===== src/common/drs_pkg.sv =====
// Constants and types shared by the run-command sequencer.
// Assumes a single 20 MHz control clock and settings held static by the owner.
package drs_pkg;

   // ---------------------------------------------------------------
   // Timing
   // ---------------------------------------------------------------
   localparam int CLK_PERIOD_NS = 50;
   localparam int MIN_PRESS_US = 1000;
   localparam int MIN_PRESS_CYCLES = (MIN_PRESS_US * 1000 + CLK_PERIOD_NS - 1) / CLK_PERIOD_NS;
   localparam int TICK_MS = 100;
   localparam int TICK_CYCLES = (TICK_MS * 1000000) / CLK_PERIOD_NS;

   // ---------------------------------------------------------------
   // Widths
   // ---------------------------------------------------------------
   localparam int NUM_TERM = 8;
   localparam int FN_W = 6;
   localparam int FREQ_W = 16;
   localparam int TIME_W = 13;
   localparam int DWELL_W = 10;
   localparam int TICK_W = 21;
   localparam int QUAL_W = 16;

   // ---------------------------------------------------------------
   // Setting codes
   // ---------------------------------------------------------------
   localparam logic [2:0] SRC_FWD_REV_TERMINAL = 3'h1;
   localparam logic [FN_W-1:0] FN_RUN_PERMIT = 6'h0D;
   localparam logic [FN_W-1:0] FN_THREE_WIRE = 6'h0E;
   localparam logic PERMIT_UNGATED = 1'h0;
   localparam logic PERMIT_INPUT_GATED = 1'h1;
   localparam logic [1:0] LOSS_COAST = 2'h0;
   localparam logic [1:0] LOSS_QSTOP = 2'h1;
   localparam logic [1:0] LOSS_QSTOP_RESUME = 2'h2;

   // ---------------------------------------------------------------
   // Setting defaults (frequency in 0.01 Hz, time in 0.1 s)
   // ---------------------------------------------------------------
   localparam logic [TIME_W-1:0] QSTOP_TIME_DEF = 13'h0032;
   localparam logic [TIME_W-1:0] QSTOP_TIME_MAX = 13'h1770;
   localparam logic [FREQ_W-1:0] ACC_DWELL_FREQ_DEF = 16'h01F4;
   localparam logic [FREQ_W-1:0] DEC_DWELL_FREQ_DEF = 16'h01F4;
   localparam logic [DWELL_W-1:0] DWELL_TIME_DEF = 10'h000;
   localparam logic [DWELL_W-1:0] DWELL_TIME_MAX = 10'h258;

   // ---------------------------------------------------------------
   // Reset values
   // ---------------------------------------------------------------
   localparam logic [FREQ_W-1:0] FREQ_RST = 16'h0000;
   localparam logic [TICK_W-1:0] TICK_RST = 21'h000000;
   localparam logic [DWELL_W-1:0] HOLD_RST = 10'h000;
   localparam logic [QUAL_W-1:0] QUAL_RST = 16'h0000;

   // Sequencer states, Gray along start -> run -> stop
   typedef enum logic [2:0] {
      ST_STOP = 3'h0,
      ST_ACCEL = 3'h1,
      ST_ACC_HOLD = 3'h3,
      ST_RUN = 3'h2,
      ST_DECEL = 3'h6,
      ST_DEC_HOLD = 3'h7,
      ST_QSTOP = 3'h5
   } drs_state_t;

endpackage : drs_pkg


===== src/logic/drs_input_qual.sv =====
// Minimum-width qualifier for one pushbutton input.
// Assumes the input is already synchronous to clk.
module drs_input_qual #(
   parameter int MIN_CYCLES = drs_pkg::MIN_PRESS_CYCLES
) (
   input wire logic clk,
   input wire logic rst,
   input wire logic rawIn,
   output logic qualOut
);

   logic [drs_pkg::QUAL_W-1:0] cnt_ff;
   logic lvl_ff;

   // Level follows input only after it stays different long enough
   always_ff @(posedge clk or posedge rst) begin
      if (rst) begin
         cnt_ff <= drs_pkg::QUAL_RST;
         lvl_ff <= 1'h0;
      end else if (rawIn == lvl_ff) begin
         cnt_ff <= drs_pkg::QUAL_RST;
      end else if (cnt_ff == drs_pkg::QUAL_W'(MIN_CYCLES - 1)) begin
         cnt_ff <= drs_pkg::QUAL_RST;
         lvl_ff <= rawIn;
      end else begin
         cnt_ff <= cnt_ff + 16'h0001;
      end
   end

   assign qualOut = lvl_ff;

endmodule : drs_input_qual


===== src/logic/drs_run_sequencer.sv =====
// Run-command sequencer: three-wire latch, run-permit gating, dwell holds.
// Assumes settings are static while running and inputs are synchronous to clk.

// Function
// - Three-wire mode latches momentary forward/reverse presses
// - Forward and reverse together stop the motor
// - Run-permit function code alone does not gate
// - Gating select: 1 input-gated, 0 ungated
// - Coast action blocks output on permit loss
// - Quick stop; restart needs fresh run command
// - Quick stop; resume when permit returns running
// - Quick-stop time 0-600 s, default 5.0
// - Start ramps to acc dwell, holds, continues
// - Stop ramps to dec dwell, holds, stops
// - Zero hold time or frequency skips dwell
// - Acc dwell only on first run command
// - Dec dwell only after a stop command
// - External brake control disables both dwells
module drs_run_sequencer #(
   parameter int MIN_PRESS_CYCLES = drs_pkg::MIN_PRESS_CYCLES,
   parameter int TICK_CYCLES = drs_pkg::TICK_CYCLES
) (
   input wire logic clk,
   input wire logic rst,
   input wire logic [2:0] cmdSource,
   input wire logic fwdIn,
   input wire logic revIn,
   input wire logic [drs_pkg::NUM_TERM-1:0] termIn,
   input wire logic [drs_pkg::NUM_TERM*drs_pkg::FN_W-1:0] terminalFunctionAssign,
   input wire logic permitMode,
   input wire logic [1:0] lossAction,
   input wire logic [drs_pkg::TIME_W-1:0] qStopTime,
   input wire logic [drs_pkg::FREQ_W-1:0] setFreq,
   input wire logic [drs_pkg::FREQ_W-1:0] maxFreq,
   input wire logic [drs_pkg::TIME_W-1:0] accTime,
   input wire logic [drs_pkg::TIME_W-1:0] decTime,
   input wire logic [drs_pkg::FREQ_W-1:0] accDwellFreq,
   input wire logic [drs_pkg::DWELL_W-1:0] accDwellTime,
   input wire logic [drs_pkg::FREQ_W-1:0] decDwellFreq,
   input wire logic [drs_pkg::DWELL_W-1:0] decDwellTime,
   input wire logic brakeCtrlActive,
   output logic [drs_pkg::FREQ_W-1:0] freqOut,
   output logic reverseDir,
   output logic outputEnable,
   output logic dwellActive,
   output logic quickStopActive,
   output logic latchedRun
);

   // ---------------------------------------------------------------
   // Helper functions
   // ---------------------------------------------------------------
   function automatic logic termAssigned(input logic [47:0] fn, input logic [5:0] code);
      logic hit;
      hit = 1'h0;
      for (int i = 0; i < drs_pkg::NUM_TERM; i++) begin
         if (fn[i*drs_pkg::FN_W +: drs_pkg::FN_W] == code) hit = 1'h1;
      end
      return hit;
   endfunction : termAssigned

   function automatic logic termLevel(input logic [47:0] fn, input logic [7:0] lv,
                                      input logic [5:0] code);
      logic hit;
      hit = 1'h0;
      for (int i = 0; i < drs_pkg::NUM_TERM; i++) begin
         if (fn[i*drs_pkg::FN_W +: drs_pkg::FN_W] == code && lv[i]) hit = 1'h1;
      end
      return hit;
   endfunction : termLevel

   // Frequency change per 0.1 s tick: span over time, at least one count
   function automatic logic [15:0] rampStep(input logic [15:0] span, input logic [12:0] t);
      logic [15:0] q;
      q = (t == 13'h0000) ? span : span / {3'h0, t};
      if (q == 16'h0000) q = 16'h0001;
      return q;
   endfunction : rampStep

   function automatic logic [15:0] rampTo(input logic [15:0] cur, input logic [15:0] tgt,
                                          input logic [15:0] step);
      logic [16:0] sum;
      logic [15:0] diff;
      sum = {1'h0, cur} + {1'h0, step};
      diff = cur - tgt;
      if (cur < tgt) return (sum >= {1'h0, tgt}) ? tgt : sum[15:0];
      return (diff <= step) ? tgt : cur - step;
   endfunction : rampTo

   // ---------------------------------------------------------------
   // Declarations
   // ---------------------------------------------------------------
   drs_pkg::drs_state_t state_ff, nxt_state;
   logic [drs_pkg::FREQ_W-1:0] freq_ff, nxt_freq;
   logic [drs_pkg::DWELL_W-1:0] holdCnt_ff, nxt_holdCnt;
   logic [drs_pkg::TICK_W-1:0] tickCnt_ff;
   logic dir_ff, nxt_dir, decPend_ff, nxt_decPend, outEn_ff;
   logic runFwd_ff, runRev_ff, qLock_ff;
   logic tick, fwdQ, revQ, threeWireEn, stopLvl, gateActive, permitOk;
   logic cmdFwd, cmdRev, runReq, startOk, stopReq, permitLost;
   logic accDwellEn, decDwellEn, stopPend;
   logic [drs_pkg::FREQ_W-1:0] accStep, decStep, qStep, rampNext;

   // ---------------------------------------------------------------
   // Tick divider and input qualifiers
   // ---------------------------------------------------------------
   assign tick = (tickCnt_ff == drs_pkg::TICK_W'(TICK_CYCLES - 1));

   // 0.1 s enable pulse
   always_ff @(posedge clk or posedge rst) begin
      if (rst) tickCnt_ff <= drs_pkg::TICK_RST;
      else tickCnt_ff <= tick ? drs_pkg::TICK_RST : tickCnt_ff + 21'h000001;
   end

   drs_input_qual #(.MIN_CYCLES(MIN_PRESS_CYCLES)) fwdQual (
      .clk(clk), .rst(rst), .rawIn(fwdIn), .qualOut(fwdQ));
   drs_input_qual #(.MIN_CYCLES(MIN_PRESS_CYCLES)) revQual (
      .clk(clk), .rst(rst), .rawIn(revIn), .qualOut(revQ));

   // ---------------------------------------------------------------
   // Command decode and permit gating
   // ---------------------------------------------------------------
   assign threeWireEn = (cmdSource == drs_pkg::SRC_FWD_REV_TERMINAL) &&
                        termAssigned(terminalFunctionAssign, drs_pkg::FN_THREE_WIRE);
   assign stopLvl = termLevel(terminalFunctionAssign, termIn, drs_pkg::FN_THREE_WIRE);
   assign gateActive = (permitMode == drs_pkg::PERMIT_INPUT_GATED) &&
                       termAssigned(terminalFunctionAssign, drs_pkg::FN_RUN_PERMIT);
   assign permitOk = !gateActive ||
                     termLevel(terminalFunctionAssign, termIn, drs_pkg::FN_RUN_PERMIT);
   assign permitLost = !permitOk;
   assign cmdFwd = threeWireEn ? runFwd_ff : fwdIn;
   assign cmdRev = threeWireEn ? runRev_ff : revIn;
   assign runReq = cmdFwd ^ cmdRev;
   assign startOk = runReq && permitOk && !qLock_ff;
   assign stopReq = !runReq || (cmdRev != dir_ff);

   // Three-wire latch of momentary presses
   always_ff @(posedge clk or posedge rst) begin
      if (rst) begin
         runFwd_ff <= 1'h0;
         runRev_ff <= 1'h0;
      end else if (!threeWireEn || !stopLvl) begin
         runFwd_ff <= 1'h0;
         runRev_ff <= 1'h0;
      end else if (fwdQ && revQ) begin
         runFwd_ff <= 1'h0;
         runRev_ff <= 1'h0;
      end else if (fwdQ) begin
         runFwd_ff <= 1'h1;
         runRev_ff <= 1'h0;
      end else if (revQ) begin
         runFwd_ff <= 1'h0;
         runRev_ff <= 1'h1;
      end
   end

   // Quick-stop lockout until the run command drops; loss wins over clear
   always_ff @(posedge clk or posedge rst) begin
      if (rst) qLock_ff <= 1'h0;
      else if (permitLost && lossAction == drs_pkg::LOSS_QSTOP && runReq) qLock_ff <= 1'h1;
      else if (!runReq) qLock_ff <= 1'h0;
   end

   // ---------------------------------------------------------------
   // Dwell and ramp terms
   // ---------------------------------------------------------------
   assign accDwellEn = accDwellTime != 10'h000 && accDwellFreq != 16'h0000 &&
                       !brakeCtrlActive;
   assign decDwellEn = decDwellTime != 10'h000 && decDwellFreq != 16'h0000 &&
                       !brakeCtrlActive;
   assign stopPend = decDwellEn && freq_ff > decDwellFreq;
   assign accStep = rampStep(maxFreq, accTime);
   assign decStep = rampStep(maxFreq, decTime);
   assign qStep = rampStep(maxFreq, qStopTime);
   assign rampNext = rampTo(freq_ff, setFreq, (freq_ff < setFreq) ? accStep : decStep);

   // ---------------------------------------------------------------
   // Sequencer
   // ---------------------------------------------------------------
   // Next state, frequency, hold count and direction
   always_comb begin
      nxt_state = state_ff;
      nxt_freq = freq_ff;
      nxt_holdCnt = holdCnt_ff;
      nxt_dir = dir_ff;
      nxt_decPend = decPend_ff;
      if (permitLost && lossAction == drs_pkg::LOSS_COAST) begin
         nxt_state = drs_pkg::ST_STOP;
         nxt_freq = drs_pkg::FREQ_RST;
      end else if (permitLost && state_ff != drs_pkg::ST_STOP &&
                   state_ff != drs_pkg::ST_QSTOP) begin
         nxt_state = drs_pkg::ST_QSTOP;
      end else begin
         unique case (state_ff)
            drs_pkg::ST_STOP: begin
               nxt_freq = drs_pkg::FREQ_RST;
               nxt_decPend = 1'h0;
               if (startOk) begin
                  nxt_dir = cmdRev;
                  nxt_state = accDwellEn ? drs_pkg::ST_ACCEL : drs_pkg::ST_RUN;
               end
            end
            drs_pkg::ST_ACCEL: begin
               if (stopReq) begin
                  nxt_state = drs_pkg::ST_DECEL;
                  nxt_decPend = stopPend;
               end else if (tick && rampNext >= accDwellFreq) begin
                  nxt_freq = accDwellFreq;
                  nxt_holdCnt = accDwellTime;
                  nxt_state = drs_pkg::ST_ACC_HOLD;
               end else if (tick) begin
                  nxt_freq = rampNext;
                  if (rampNext == setFreq) nxt_state = drs_pkg::ST_RUN;
               end
            end
            drs_pkg::ST_ACC_HOLD: begin
               if (stopReq) begin
                  nxt_state = drs_pkg::ST_DECEL;
                  nxt_decPend = stopPend;
               end else if (tick) begin
                  nxt_holdCnt = holdCnt_ff - 10'h001;
                  if (holdCnt_ff <= 10'h001) nxt_state = drs_pkg::ST_RUN;
               end
            end
            drs_pkg::ST_RUN: begin
               if (stopReq) begin
                  nxt_state = drs_pkg::ST_DECEL;
                  nxt_decPend = stopPend;
               end else if (tick) begin
                  nxt_freq = rampNext;
               end
            end
            drs_pkg::ST_DECEL: begin
               if (startOk && cmdRev == dir_ff) begin
                  nxt_state = drs_pkg::ST_RUN;
               end else if (tick) begin
                  nxt_freq = rampTo(freq_ff, drs_pkg::FREQ_RST, decStep);
                  if (decPend_ff && decDwellEn && nxt_freq <= decDwellFreq) begin
                     nxt_freq = decDwellFreq;
                     nxt_holdCnt = decDwellTime;
                     nxt_decPend = 1'h0;
                     nxt_state = drs_pkg::ST_DEC_HOLD;
                  end else if (nxt_freq == drs_pkg::FREQ_RST) begin
                     nxt_state = drs_pkg::ST_STOP;
                  end
               end
            end
            drs_pkg::ST_DEC_HOLD: begin
               if (startOk && cmdRev == dir_ff) begin
                  nxt_state = drs_pkg::ST_RUN;
               end else if (tick) begin
                  nxt_holdCnt = holdCnt_ff - 10'h001;
                  if (holdCnt_ff <= 10'h001) nxt_state = drs_pkg::ST_DECEL;
               end
            end
            drs_pkg::ST_QSTOP: begin
               if (permitOk && lossAction == drs_pkg::LOSS_QSTOP_RESUME && runReq &&
                   cmdRev == dir_ff) begin
                  nxt_state = drs_pkg::ST_RUN;
               end else if (tick) begin
                  nxt_freq = rampTo(freq_ff, drs_pkg::FREQ_RST, qStep);
                  if (nxt_freq == drs_pkg::FREQ_RST) nxt_state = drs_pkg::ST_STOP;
               end
            end
            default: begin
               nxt_state = drs_pkg::ST_STOP;
               nxt_freq = drs_pkg::FREQ_RST;
            end
         endcase
      end
   end

   // Sequencer registers
   always_ff @(posedge clk or posedge rst) begin
      if (rst) begin
         state_ff <= drs_pkg::ST_STOP;
         freq_ff <= drs_pkg::FREQ_RST;
         holdCnt_ff <= drs_pkg::HOLD_RST;
         dir_ff <= 1'h0;
         decPend_ff <= 1'h0;
         outEn_ff <= 1'h0;
      end else begin
         state_ff <= nxt_state;
         freq_ff <= nxt_freq;
         holdCnt_ff <= nxt_holdCnt;
         dir_ff <= nxt_dir;
         decPend_ff <= nxt_decPend;
         outEn_ff <= (nxt_state != drs_pkg::ST_STOP);
      end
   end

   // Outputs
   assign freqOut = freq_ff;
   assign reverseDir = dir_ff;
   assign outputEnable = outEn_ff;
   assign dwellActive = (state_ff == drs_pkg::ST_ACC_HOLD) || (state_ff == drs_pkg::ST_DEC_HOLD);
   assign quickStopActive = (state_ff == drs_pkg::ST_QSTOP);
   assign latchedRun = runFwd_ff | runRev_ff;

   // ---------------------------------------------------------------
   // Assertions
   // ---------------------------------------------------------------
   both_dirs_stop_a: assert property (@(posedge clk) disable iff (rst)
      (cmdFwd && cmdRev && state_ff == drs_pkg::ST_STOP) |=> !outEn_ff)
      else $error("both directions did not stop");
   latch_keep_a: assert property (@(posedge clk) disable iff (rst)
      (threeWireEn && stopLvl && fwdQ && !revQ) |=> runFwd_ff && !runRev_ff)
      else $error("forward press not latched");
   latch_clear_a: assert property (@(posedge clk) disable iff (rst)
      (threeWireEn && !stopLvl) |=> !runFwd_ff && !runRev_ff)
      else $error("stop terminal did not clear latch");
   ungated_permit_a: assert property (@(posedge clk) disable iff (rst)
      (permitMode == drs_pkg::PERMIT_UNGATED) |-> permitOk)
      else $error("ungated mode still gates");
   coast_block_a: assert property (@(posedge clk) disable iff (rst)
      (permitLost && lossAction == drs_pkg::LOSS_COAST) |=> !outputEnable && freqOut == 16'h0000)
      else $error("coast did not block output");
   qstop_enter_a: assert property (@(posedge clk) disable iff (rst)
      (permitLost && lossAction != drs_pkg::LOSS_COAST && state_ff == drs_pkg::ST_RUN)
      |=> state_ff == drs_pkg::ST_QSTOP)
      else $error("quick stop not entered");
   qstop_lock_a: assert property (@(posedge clk) disable iff (rst)
      (qLock_ff && state_ff == drs_pkg::ST_STOP) |=> state_ff == drs_pkg::ST_STOP)
      else $error("restart without fresh command");
   qstop_resume_a: assert property (@(posedge clk) disable iff (rst)
      (state_ff == drs_pkg::ST_QSTOP && permitOk && runReq && cmdRev == dir_ff &&
       lossAction == drs_pkg::LOSS_QSTOP_RESUME) |=> state_ff == drs_pkg::ST_RUN)
      else $error("quick stop did not resume");
   acc_hold_freq_a: assert property (@(posedge clk) disable iff (rst)
      (state_ff != drs_pkg::ST_ACC_HOLD ##1 state_ff == drs_pkg::ST_ACC_HOLD)
      |-> freq_ff == $past(accDwellFreq) && $past(accDwellEn))
      else $error("acc hold at wrong frequency or disabled");
   no_acc_resume_a: assert property (@(posedge clk) disable iff (rst)
      (state_ff == drs_pkg::ST_DECEL || state_ff == drs_pkg::ST_QSTOP)
      |=> state_ff != drs_pkg::ST_ACC_HOLD && state_ff != drs_pkg::ST_ACCEL)
      else $error("acc dwell during resume");
   dec_hold_stop_a: assert property (@(posedge clk) disable iff (rst)
      state_ff == drs_pkg::ST_RUN |=> state_ff != drs_pkg::ST_DEC_HOLD)
      else $error("dec dwell without stop");
   brake_no_dwell_a: assert property (@(posedge clk) disable iff (rst)
      (brakeCtrlActive && state_ff != drs_pkg::ST_DEC_HOLD) |=> state_ff != drs_pkg::ST_DEC_HOLD)
      else $error("dwell with brake control");

endmodule : drs_run_sequencer


===== config.mk =====
export PLATFORM = sky130hd
export DESIGN_NAME = drs_run_sequencer
export DESIGN_NICKNAME = d
export VERILOG_FILES = /design/src/common/drs_pkg.sv /design/src/logic/drs_input_qual.sv /design/src/logic/drs_run_sequencer.sv
export SDC_FILE = /design/constraint.sdc
export NUM_CORES = 2
export LEC_CHECK = 0
export ABC_AREA = 0
export BUFFER_PORTS_ARGS = -buffer_cell sky130_fd_sc_hd__buf_4
export CORE_MARGIN = 2
export CORE_UTILIZATION = 50
export DETAILED_ROUTE_END_ITERATION = 8
export PLACE_DENSITY = 0.7
export RECOVER_POWER = 100
export SYNTH_ARGS = -nofsm -noshare
export SYNTH_HDL_FRONTEND = slang
export SYNTH_SLANG_ARGS = --single-unit

===== constraint.sdc =====
create_clock -name clk -period 8.84 [get_ports clk]
set_input_delay 2.652 -clock clk [delete_from_list [all_inputs] [get_ports clk]]
set_output_delay 2.652 -clock clk [all_outputs]
set_load 0.03 [all_outputs]

# Word level (Yosys, flattened, before mapping)
# Cells that the tools add are included.
[classes]
bitwise = 6
eq_ne = 51
n_reduce_logical = 76
addsub = 11
n_lt_le_gt_ge = 12
div_mod_pow = 3
muxes = 138
[ops]
columns = ["cell", "n"]
rows = [
  ["2-to-1 mux 16 bit", 44],
  ["== test 6 x 4 -> 1 bit (second input constant)", 16],
  ["logical NOT 16 bit", 5],
  ["2-to-1 mux 10 bit", 8],
  ["one-hot mux 16 bit (5 select lines)", 1],
  ["<= comparator 16 bit", 4],
  ["subtractor 16 bit", 4],
  ["2-to-1 mux 3 bit", 21],
  ["2-to-1 mux 1 bit", 59],
  ["adder 16 x 16 -> 17 bit", 3],
  ["divider 16 x 13 -> 16 bit", 3],
  ["one-hot mux 10 bit (4 select lines)", 1],
  ["logical NOT 13 bit", 3],
  ["logical AND 1 bit", 38],
  [">= comparator 17 x 1 -> 1 bit (second input constant)", 2],
  ["adder 16 x 1 -> 16 bit (second input constant)", 2],
  ["== test 16 x 15 -> 1 bit (second input constant)", 2],
  ["nonzero test 16 bit", 2],
  ["adder 21 x 1 -> 21 bit (second input constant)", 1],
  ["== test 21 bit (second input constant)", 1],
  ["2-to-1 mux 21 bit", 1],
  ["one-hot mux 3 bit (7 select lines)", 1],
  ["nonzero test 10 bit", 2],
  ["inequality test 3 bit (second input constant)", 6],
  ["other kinds (36)", 67],
]
[word_totals]
ff_bits = 90
output_inout_bits = 21

# Longest topological paths before layout
[logic_depth]
depth_word = 34
ltp_mapped = 171
mapped_depth_nobuf = 159

# Modules after synthesis
# From an unflattened synthesis, not the netlist that was laid out.
[unflattened]
hier_cells = 4552
area_unflattened_um2 = 33014.2
[by_module_without_submodules]
columns = ["module", "seq_area_each_um2", "instances", "cells_each", "area_per_inst_um2"]
rows = [
  ["drs_run_sequencer", 1401.3, 1, 4382, 31209.9],
  ["drs_input_qual", 425.4, 2, 85, 902.1],
]

# Least setup slack after synthesis
# Ideal clock, no wire load.
[synth_timing]
path_kind = "input port to flip-flop"
startpoint = "input port accTime[6] (netlist bit)"
endpoint = "register freq_ff (netlist bit freqOut[15])"
cell_stages = 156
setup_ns = 0.133
t_arrival_ns = 35.404
path_slack_ns = -26.698
cell_sequence = "or4_1 > clkbuf_1 > nor4_1 > a21oi_1 > a21oi_1 > ha_1 > o21ai_0 > nor4b_1 > a21o_1 > ha_1 > a21oi_1 > nand2_1 > and2_1 > mux2i_1 > nand2_1 > ha_1 > or4_1 > nand3_1 > (+120 left out) > buf_2 > nor2_1 > clkbuf_1 > a221oi_1 > ha_1 > a21o_1 > a21o_1 > a211o_1 > a21oi_1 > o21ai_0 > a21oi_1 > o41a_1 > nor2_1 > clkbuf_1 > a22oi_1 > o21ai_0 > a31oi_1 > o21ai_0"
[synth_via]
elab_chain_cells = 17
[synth_lines]
columns = ["element", "line", "text"]
rows = [
  ["from (decl)", "drs_run_sequencer.sv:35", "input wire logic [drs_pkg::TIME_W-1:0] accTime,"],
  ["divider 16 x 13 -> 16 bit or logical NOT 13 bit (tied branches)", "drs_run_sequencer.sv:75", "q = (t == 13'h0000) ? span : span / {3'h0, t};"],
  ["2-to-1 mux 16 bit (*)", "drs_run_sequencer.sv:75", ""],
  ["logical NOT 16 bit", "drs_run_sequencer.sv:76", "if (q == 16'h0000) q = 16'h0001;"],
  ["2-to-1 mux 16 bit (*)", "drs_run_sequencer.sv:76", ""],
  ["2-to-1 mux 16 bit (*)", "drs_run_sequencer.sv:175", "assign rampNext = rampTo(freq_ff, setFreq, (freq_ff < setFreq) ? accStep : decStep);"],
  ["adder 16 x 16 -> 17 bit", "drs_run_sequencer.sv:84", "sum = {1'h0, cur} + {1'h0, step};"],
  [">= comparator 17 x 16 -> 1 bit", "drs_run_sequencer.sv:86", "if (cur < tgt) return (sum >= {1'h0, tgt}) ? tgt : sum[15:0];"],
  ["2-to-1 mux 16 bit (2 in a row)", "drs_run_sequencer.sv:86", ""],
  ["2-to-1 mux 16 bit (*)", "drs_run_sequencer.sv:87", "return (diff <= step) ? tgt : cur - step;"],
  [">= comparator 16 bit", "drs_run_sequencer.sv:207", "end else if (tick && rampNext >= accDwellFreq) begin"],
  ["logical AND 1 bit", "drs_run_sequencer.sv:207", ""],
  ["2-to-1 mux 16 bit", "drs_run_sequencer.sv:207", ""],
  ["2-to-1 mux 16 bit", "drs_run_sequencer.sv:204", "if (stopReq) begin"],
  ["one-hot mux 16 bit (5 select lines) (*)", "drs_run_sequencer.sv:194", "unique case (state_ff)"],
  ["2-to-1 mux 16 bit (*)", "drs_run_sequencer.sv:190", "end else if (permitLost && state_ff != drs_pkg::ST_STOP &&"],
  ["2-to-1 mux 16 bit (*)", "drs_run_sequencer.sv:187", "if (permitLost && lossAction == drs_pkg::LOSS_COAST) begin"],
  ["to (signal assigned)", "drs_run_sequencer.sv:277", "freq_ff <= drs_pkg::FREQ_RST;"],
  ["to (signal assigned)", "drs_run_sequencer.sv:284", "freq_ff <= nxt_freq;"],
  ["to (decl)", "drs_run_sequencer.sv:94", "logic [drs_pkg::FREQ_W-1:0] freq_ff, nxt_freq;"],
]
# Every way passes the cells marked *; elsewhere a longest branch is shown, timed or not. The select of a mux whose other input is x is not followed.
# A chain may end at the register's enable or synchronous reset.

# Final worst setup path
[layout_timing]
startpoint = "input port decTime[5] (netlist bit)"
endpoint = "register freq_ff (netlist bit freqOut[13])"
[layout_via]
elab_chain_cells = 22
[layout_lines]
columns = ["element", "line", "text"]
rows = [
  ["from (decl)", "drs_run_sequencer.sv:36", "input wire logic [drs_pkg::TIME_W-1:0] decTime,"],
  ["divider 16 x 13 -> 16 bit or logical NOT 13 bit (tied branches)", "drs_run_sequencer.sv:75", ""],
  ["2-to-1 mux 16 bit (*)", "drs_run_sequencer.sv:75", ""],
  ["logical NOT 16 bit", "drs_run_sequencer.sv:76", ""],
  ["2-to-1 mux 16 bit (*)", "drs_run_sequencer.sv:76", ""],
  ["adder 16 x 16 -> 17 bit", "drs_run_sequencer.sv:84", ""],
  [">= comparator 17 x 1 -> 1 bit", "drs_run_sequencer.sv:86", ""],
  ["2-to-1 mux 16 bit (2 in a row)", "drs_run_sequencer.sv:86", ""],
  ["2-to-1 mux 16 bit", "drs_run_sequencer.sv:87", ""],
  ["(+5 left out)", "-", ""],
  ["<= comparator 16 bit", "drs_run_sequencer.sv:238", "if (decPend_ff && decDwellEn && nxt_freq <= decDwellFreq) begin"],
  ["logical AND 1 bit", "drs_run_sequencer.sv:238", ""],
  ["2-to-1 mux 16 bit", "drs_run_sequencer.sv:238", ""],
  ["2-to-1 mux 16 bit", "drs_run_sequencer.sv:236", "end else if (tick) begin"],
  ["2-to-1 mux 16 bit", "drs_run_sequencer.sv:234", "if (startOk && cmdRev == dir_ff) begin"],
  ["one-hot mux 16 bit (5 select lines) (*)", "drs_run_sequencer.sv:194", ""],
  ["2-to-1 mux 16 bit (*)", "drs_run_sequencer.sv:190", ""],
  ["2-to-1 mux 16 bit (*)", "drs_run_sequencer.sv:187", ""],
]
# Marks and branches as above.

==> impl_metrics.yaml <==
flow_run:
  drv_cap: 1
setup_path:
  critPathRequiredTime_ps: 9060
  crit_path_end_kind: "flop"
  slowest_stage: "or4_4"
  rr_worst_depth: 51
  reg2reg_slack_ps: -290
  crit_fanout: 8
  crit_buf_inv: 20
  critical_path_class: "in2reg"
  cp_common_cell: "a21oi_2"
  cp_top_family: "compound AO/OA/AOI/OAI gates"
  rr_startpoint: "freqOut[0]"
  cp_data_arrival_time_ps: 33140
  critPathMaxStageDelay_ps: 450
  critPathLaunchType: "primary input"
  worstReg2RegEnd: "freqOut[13]"
logic_synthesis:
  synth_area_leaders: "ha_1, dfrtp_1, a21oi_1"
  synthMuxAreaShare: 0.05756
  ys.flop_type: "dfrtp_1"
  ys_async_sr_fraction: 1.000
  synth_nets: 5228
  yosys.area_share.simple: 0.2407
  syn-mean-instance-area_um2: 7.249
  synth_top_family_by_area: "compound AO/OA/AOI/OAI gates"
  yosys_warnings: 0
  yosys_register_bits: 90
  synth_edf_count: 0
  yosys.area_share.xor_xnor: 0.08534
  synth_top_cell_area_share: 0.2157
  syn-cell-area_um2: 32430
  synthAdderAreaFrac: 0.2191
  post-synth-top-count-cell: "ha_1"
  synth_compound_area_frac: 0.2833
  synth_common_cells: "ha_1, nor2_1, a21oi_1"
  ys_seq_area_frac: 0.06944
  synth_area_leader_cell: "ha_1"
  synthDistinctLibCells: 111
  syn_inst: 4474
timing:
  worst_pin_slew_ps: 3886
  rsz0062_at_grt: "true"
  fin_crit_sh: 3.725
  setup_viol: 31
  slew_headroom: -1.591
  worst_slack_ps: -24090
  maxSlewViolCount: 72
  period_needed_ps: 32930
  fin_setup_tns_ps: -737420
  fin_skew_ps: 8.782
  finalHoldViolCount: 0
  fmax_mhz: 30.37
floorplanning:
  die_x_um: 258.7
  core_um2: 64350
  start_util: 0.5040
  die_h_um: 258.7
  die_area_um2: 66920
  ios: 211
  floorplan.rows: 93
cts:
  cts_made_buffers: 9
  tritoncts: "done"
  holdBufCountCts: 0
  cts_htree_levels: 3
  clock_sinks: 90
  clk_latency_ps: 360
  root_buffer: "clkbuf_16"
  clockBufferDepth: 2
  path_clk_slew_ps: 80
cells_and_area:
  nets: 7129
  syn_to_final_growth_pct: 60.21
  num-fill-cells: 4290
  drive_above_1_share: 0.4216
detailed_routing:
  firstDrtPassIters: 6
  viasPerCell: 6.093
  wl_per_cell_um: 20.25
  drt-total-wl_um: 146600
  vias: 44088
  ant_nets: 0
  drcViolationCount: 0
  drtIter0Drc: 3956
power:
  power.leakage_nw: 25.12
  powerDensity_nw_per_um2: 388.0
  ir_worst_vdd_v: 0.0003762
global_route:
  grt_pass1_wl_um: 220700
  grt_max_degree: 72
  grt_usage: 0.4038
  first_global_vias: 42952
  antenna_found_initial: 1
  grt_overflow: 0
worst_hold_path:
  whs_path_depth: 1
  hp-class: "reg2reg"
  whs_endpoint: "tickCnt_ff[4]"
  min-delay-start: "tickCnt_ff[4]"
status:
  violations: "capacitance limit, slew limit, setup timing"
  run_status: "finished with violations"
placement:
  place_congestion: 1.042
  dp_slack_ps: -24840
  place_hpwl_um: 110600
  port_buffers: 210
## routing by layer
metal | vias up | track usage | wire, µm
met1 | 20473 | 0.4855 | 56800
met3 | 712 | 0.06279 | 13250
met5 | - | 0 | 13
li1 | 20614 | - | -
met4 | 2 | 0.2256 | 10100
met2 | 2287 | 0.6863 | 66400
## power breakdown
part           switching [mW]  internal [mW]  leakage (nW)
registers              0.0840          0.472          1.21
logic                    9.49           9.72          23.8
clock network           0.193          0.202         0.149
total                    9.77           10.4          25.1
## final cells by class
type | count | area [µm²] | area share
Antenna cell | 1 | 2.502 | 0.00004816
Tap cell | 855 | 1070 | 0.02059
Sequential cell | 90 | 2252 | 0.04335
Clock inverter | 7 | 78.83 | 0.001517
Timing Repair Buffer | 2034 | 15490 | 0.2981
Inverter | 227 | 857.1 | 0.01650
Clock buffer | 9 | 225.2 | 0.004335
Multi-Input combinational cell | 4013 | 31980 | 0.6155
## what timing repair did
| action | CTS | global route |
|---|---|---|
| resized for setup | 297 | 188 |
| setup endpoints to repair | 31 | 31 |
| buffers inserted | 144 | 56 |
| cloned | 5 | 1 |
| pin swaps | 191 | 155 |
## state kept, by name (all words and copies together), names as in the netlist
register / count
holdCnt_ff: 10
state_ff: 3
runRev_ff: 1
outputEnable: 1
runFwd_ff: 1
freqOut: 16
fwdQual.cnt_ff: 16
fwdQual.qualOut: 1
decPend_ff: 1
revQual.qualOut: 1
reverseDir: 1
tickCnt_ff: 21
revQual.cnt_ff: 16
qLock_ff: 1
## placed cells by master, fill, tap and decap left out, types with 47 or more instances in the layout
| cell | netlist | final |
|---|---|---|
| o21ai_1 | 35 | 84 |
| buf_4 | 2 | 1949 |
| ha_1 | 559 | 489 |
| o21a_1 | 124 | 119 |
| nor3_1 | 145 | 131 |
| nor2b_1 | 58 | 53 |
| ha_4 | 0 | 59 |
| mux2_2 | 102 | 85 |
| xor2_1 | 120 | 120 |
| nor2_1 | 450 | 418 |
| nor4_1 | 57 | 47 |
| a31oi_1 | 63 | 50 |
| o21ai_0 | 239 | 157 |
| nand2_1 | 326 | 312 |
| a21oi_2 | 0 | 82 |
| o211ai_1 | 49 | 49 |
| dfrtp_1 | 90 | 90 |
| nand3_1 | 89 | 81 |
| a21oi_1 | 364 | 273 |
| xnor2_1 | 196 | 186 |
| nand2b_1 | 68 | 62 |
| inv_1 | 223 | 215 |
| a21o_1 | 109 | 108 |
| nand4_1 | 66 | 66 |
## per-stage QoR
stage,cells,hold WS [ps],util,power [mW],instance area (µm²)
2_1_floorplan,4474,440.3,-,9.546,33900
3_3_place_gp,7019,460.8,0.7452,16.01,47950
3_5_place_dp,7019,466.2,0.7452,16.35,47950
4_1_cts,7180,476.8,0.7878,18.42,50690
5_1_grt,7235,498.6,0.8074,21.44,51960
6_report,7236,480.6,0.8075,20.16,51960
## kinds of logic after synthesis
logic type	count (synthesis)
simple gates	1555
fa+ha+maj	565
buf+inv	376
compound gates	1404
mux	168
flops	90
xor+xnor	316
## how the worst max path moves through the flow
stage / from / end / slack, ps / cells past startpoint
finish: decTime[5] / freqOut[13] / -24090 / 160
global route: decTime[5] / freqOut[13] / -25180 / 162
CTS: decTime[10] / freqOut[8] / -22830 / 154
detailed placement: decTime[5] / holdCnt_ff[7] / -24840 / 147
global placement: decTime[1] / holdCnt_ff[2] / -24420 / 147
floorplan: decTime[0] / freqOut[1] / -22750 / 161
No activity file was read; power rests on OpenSTA's default activity.
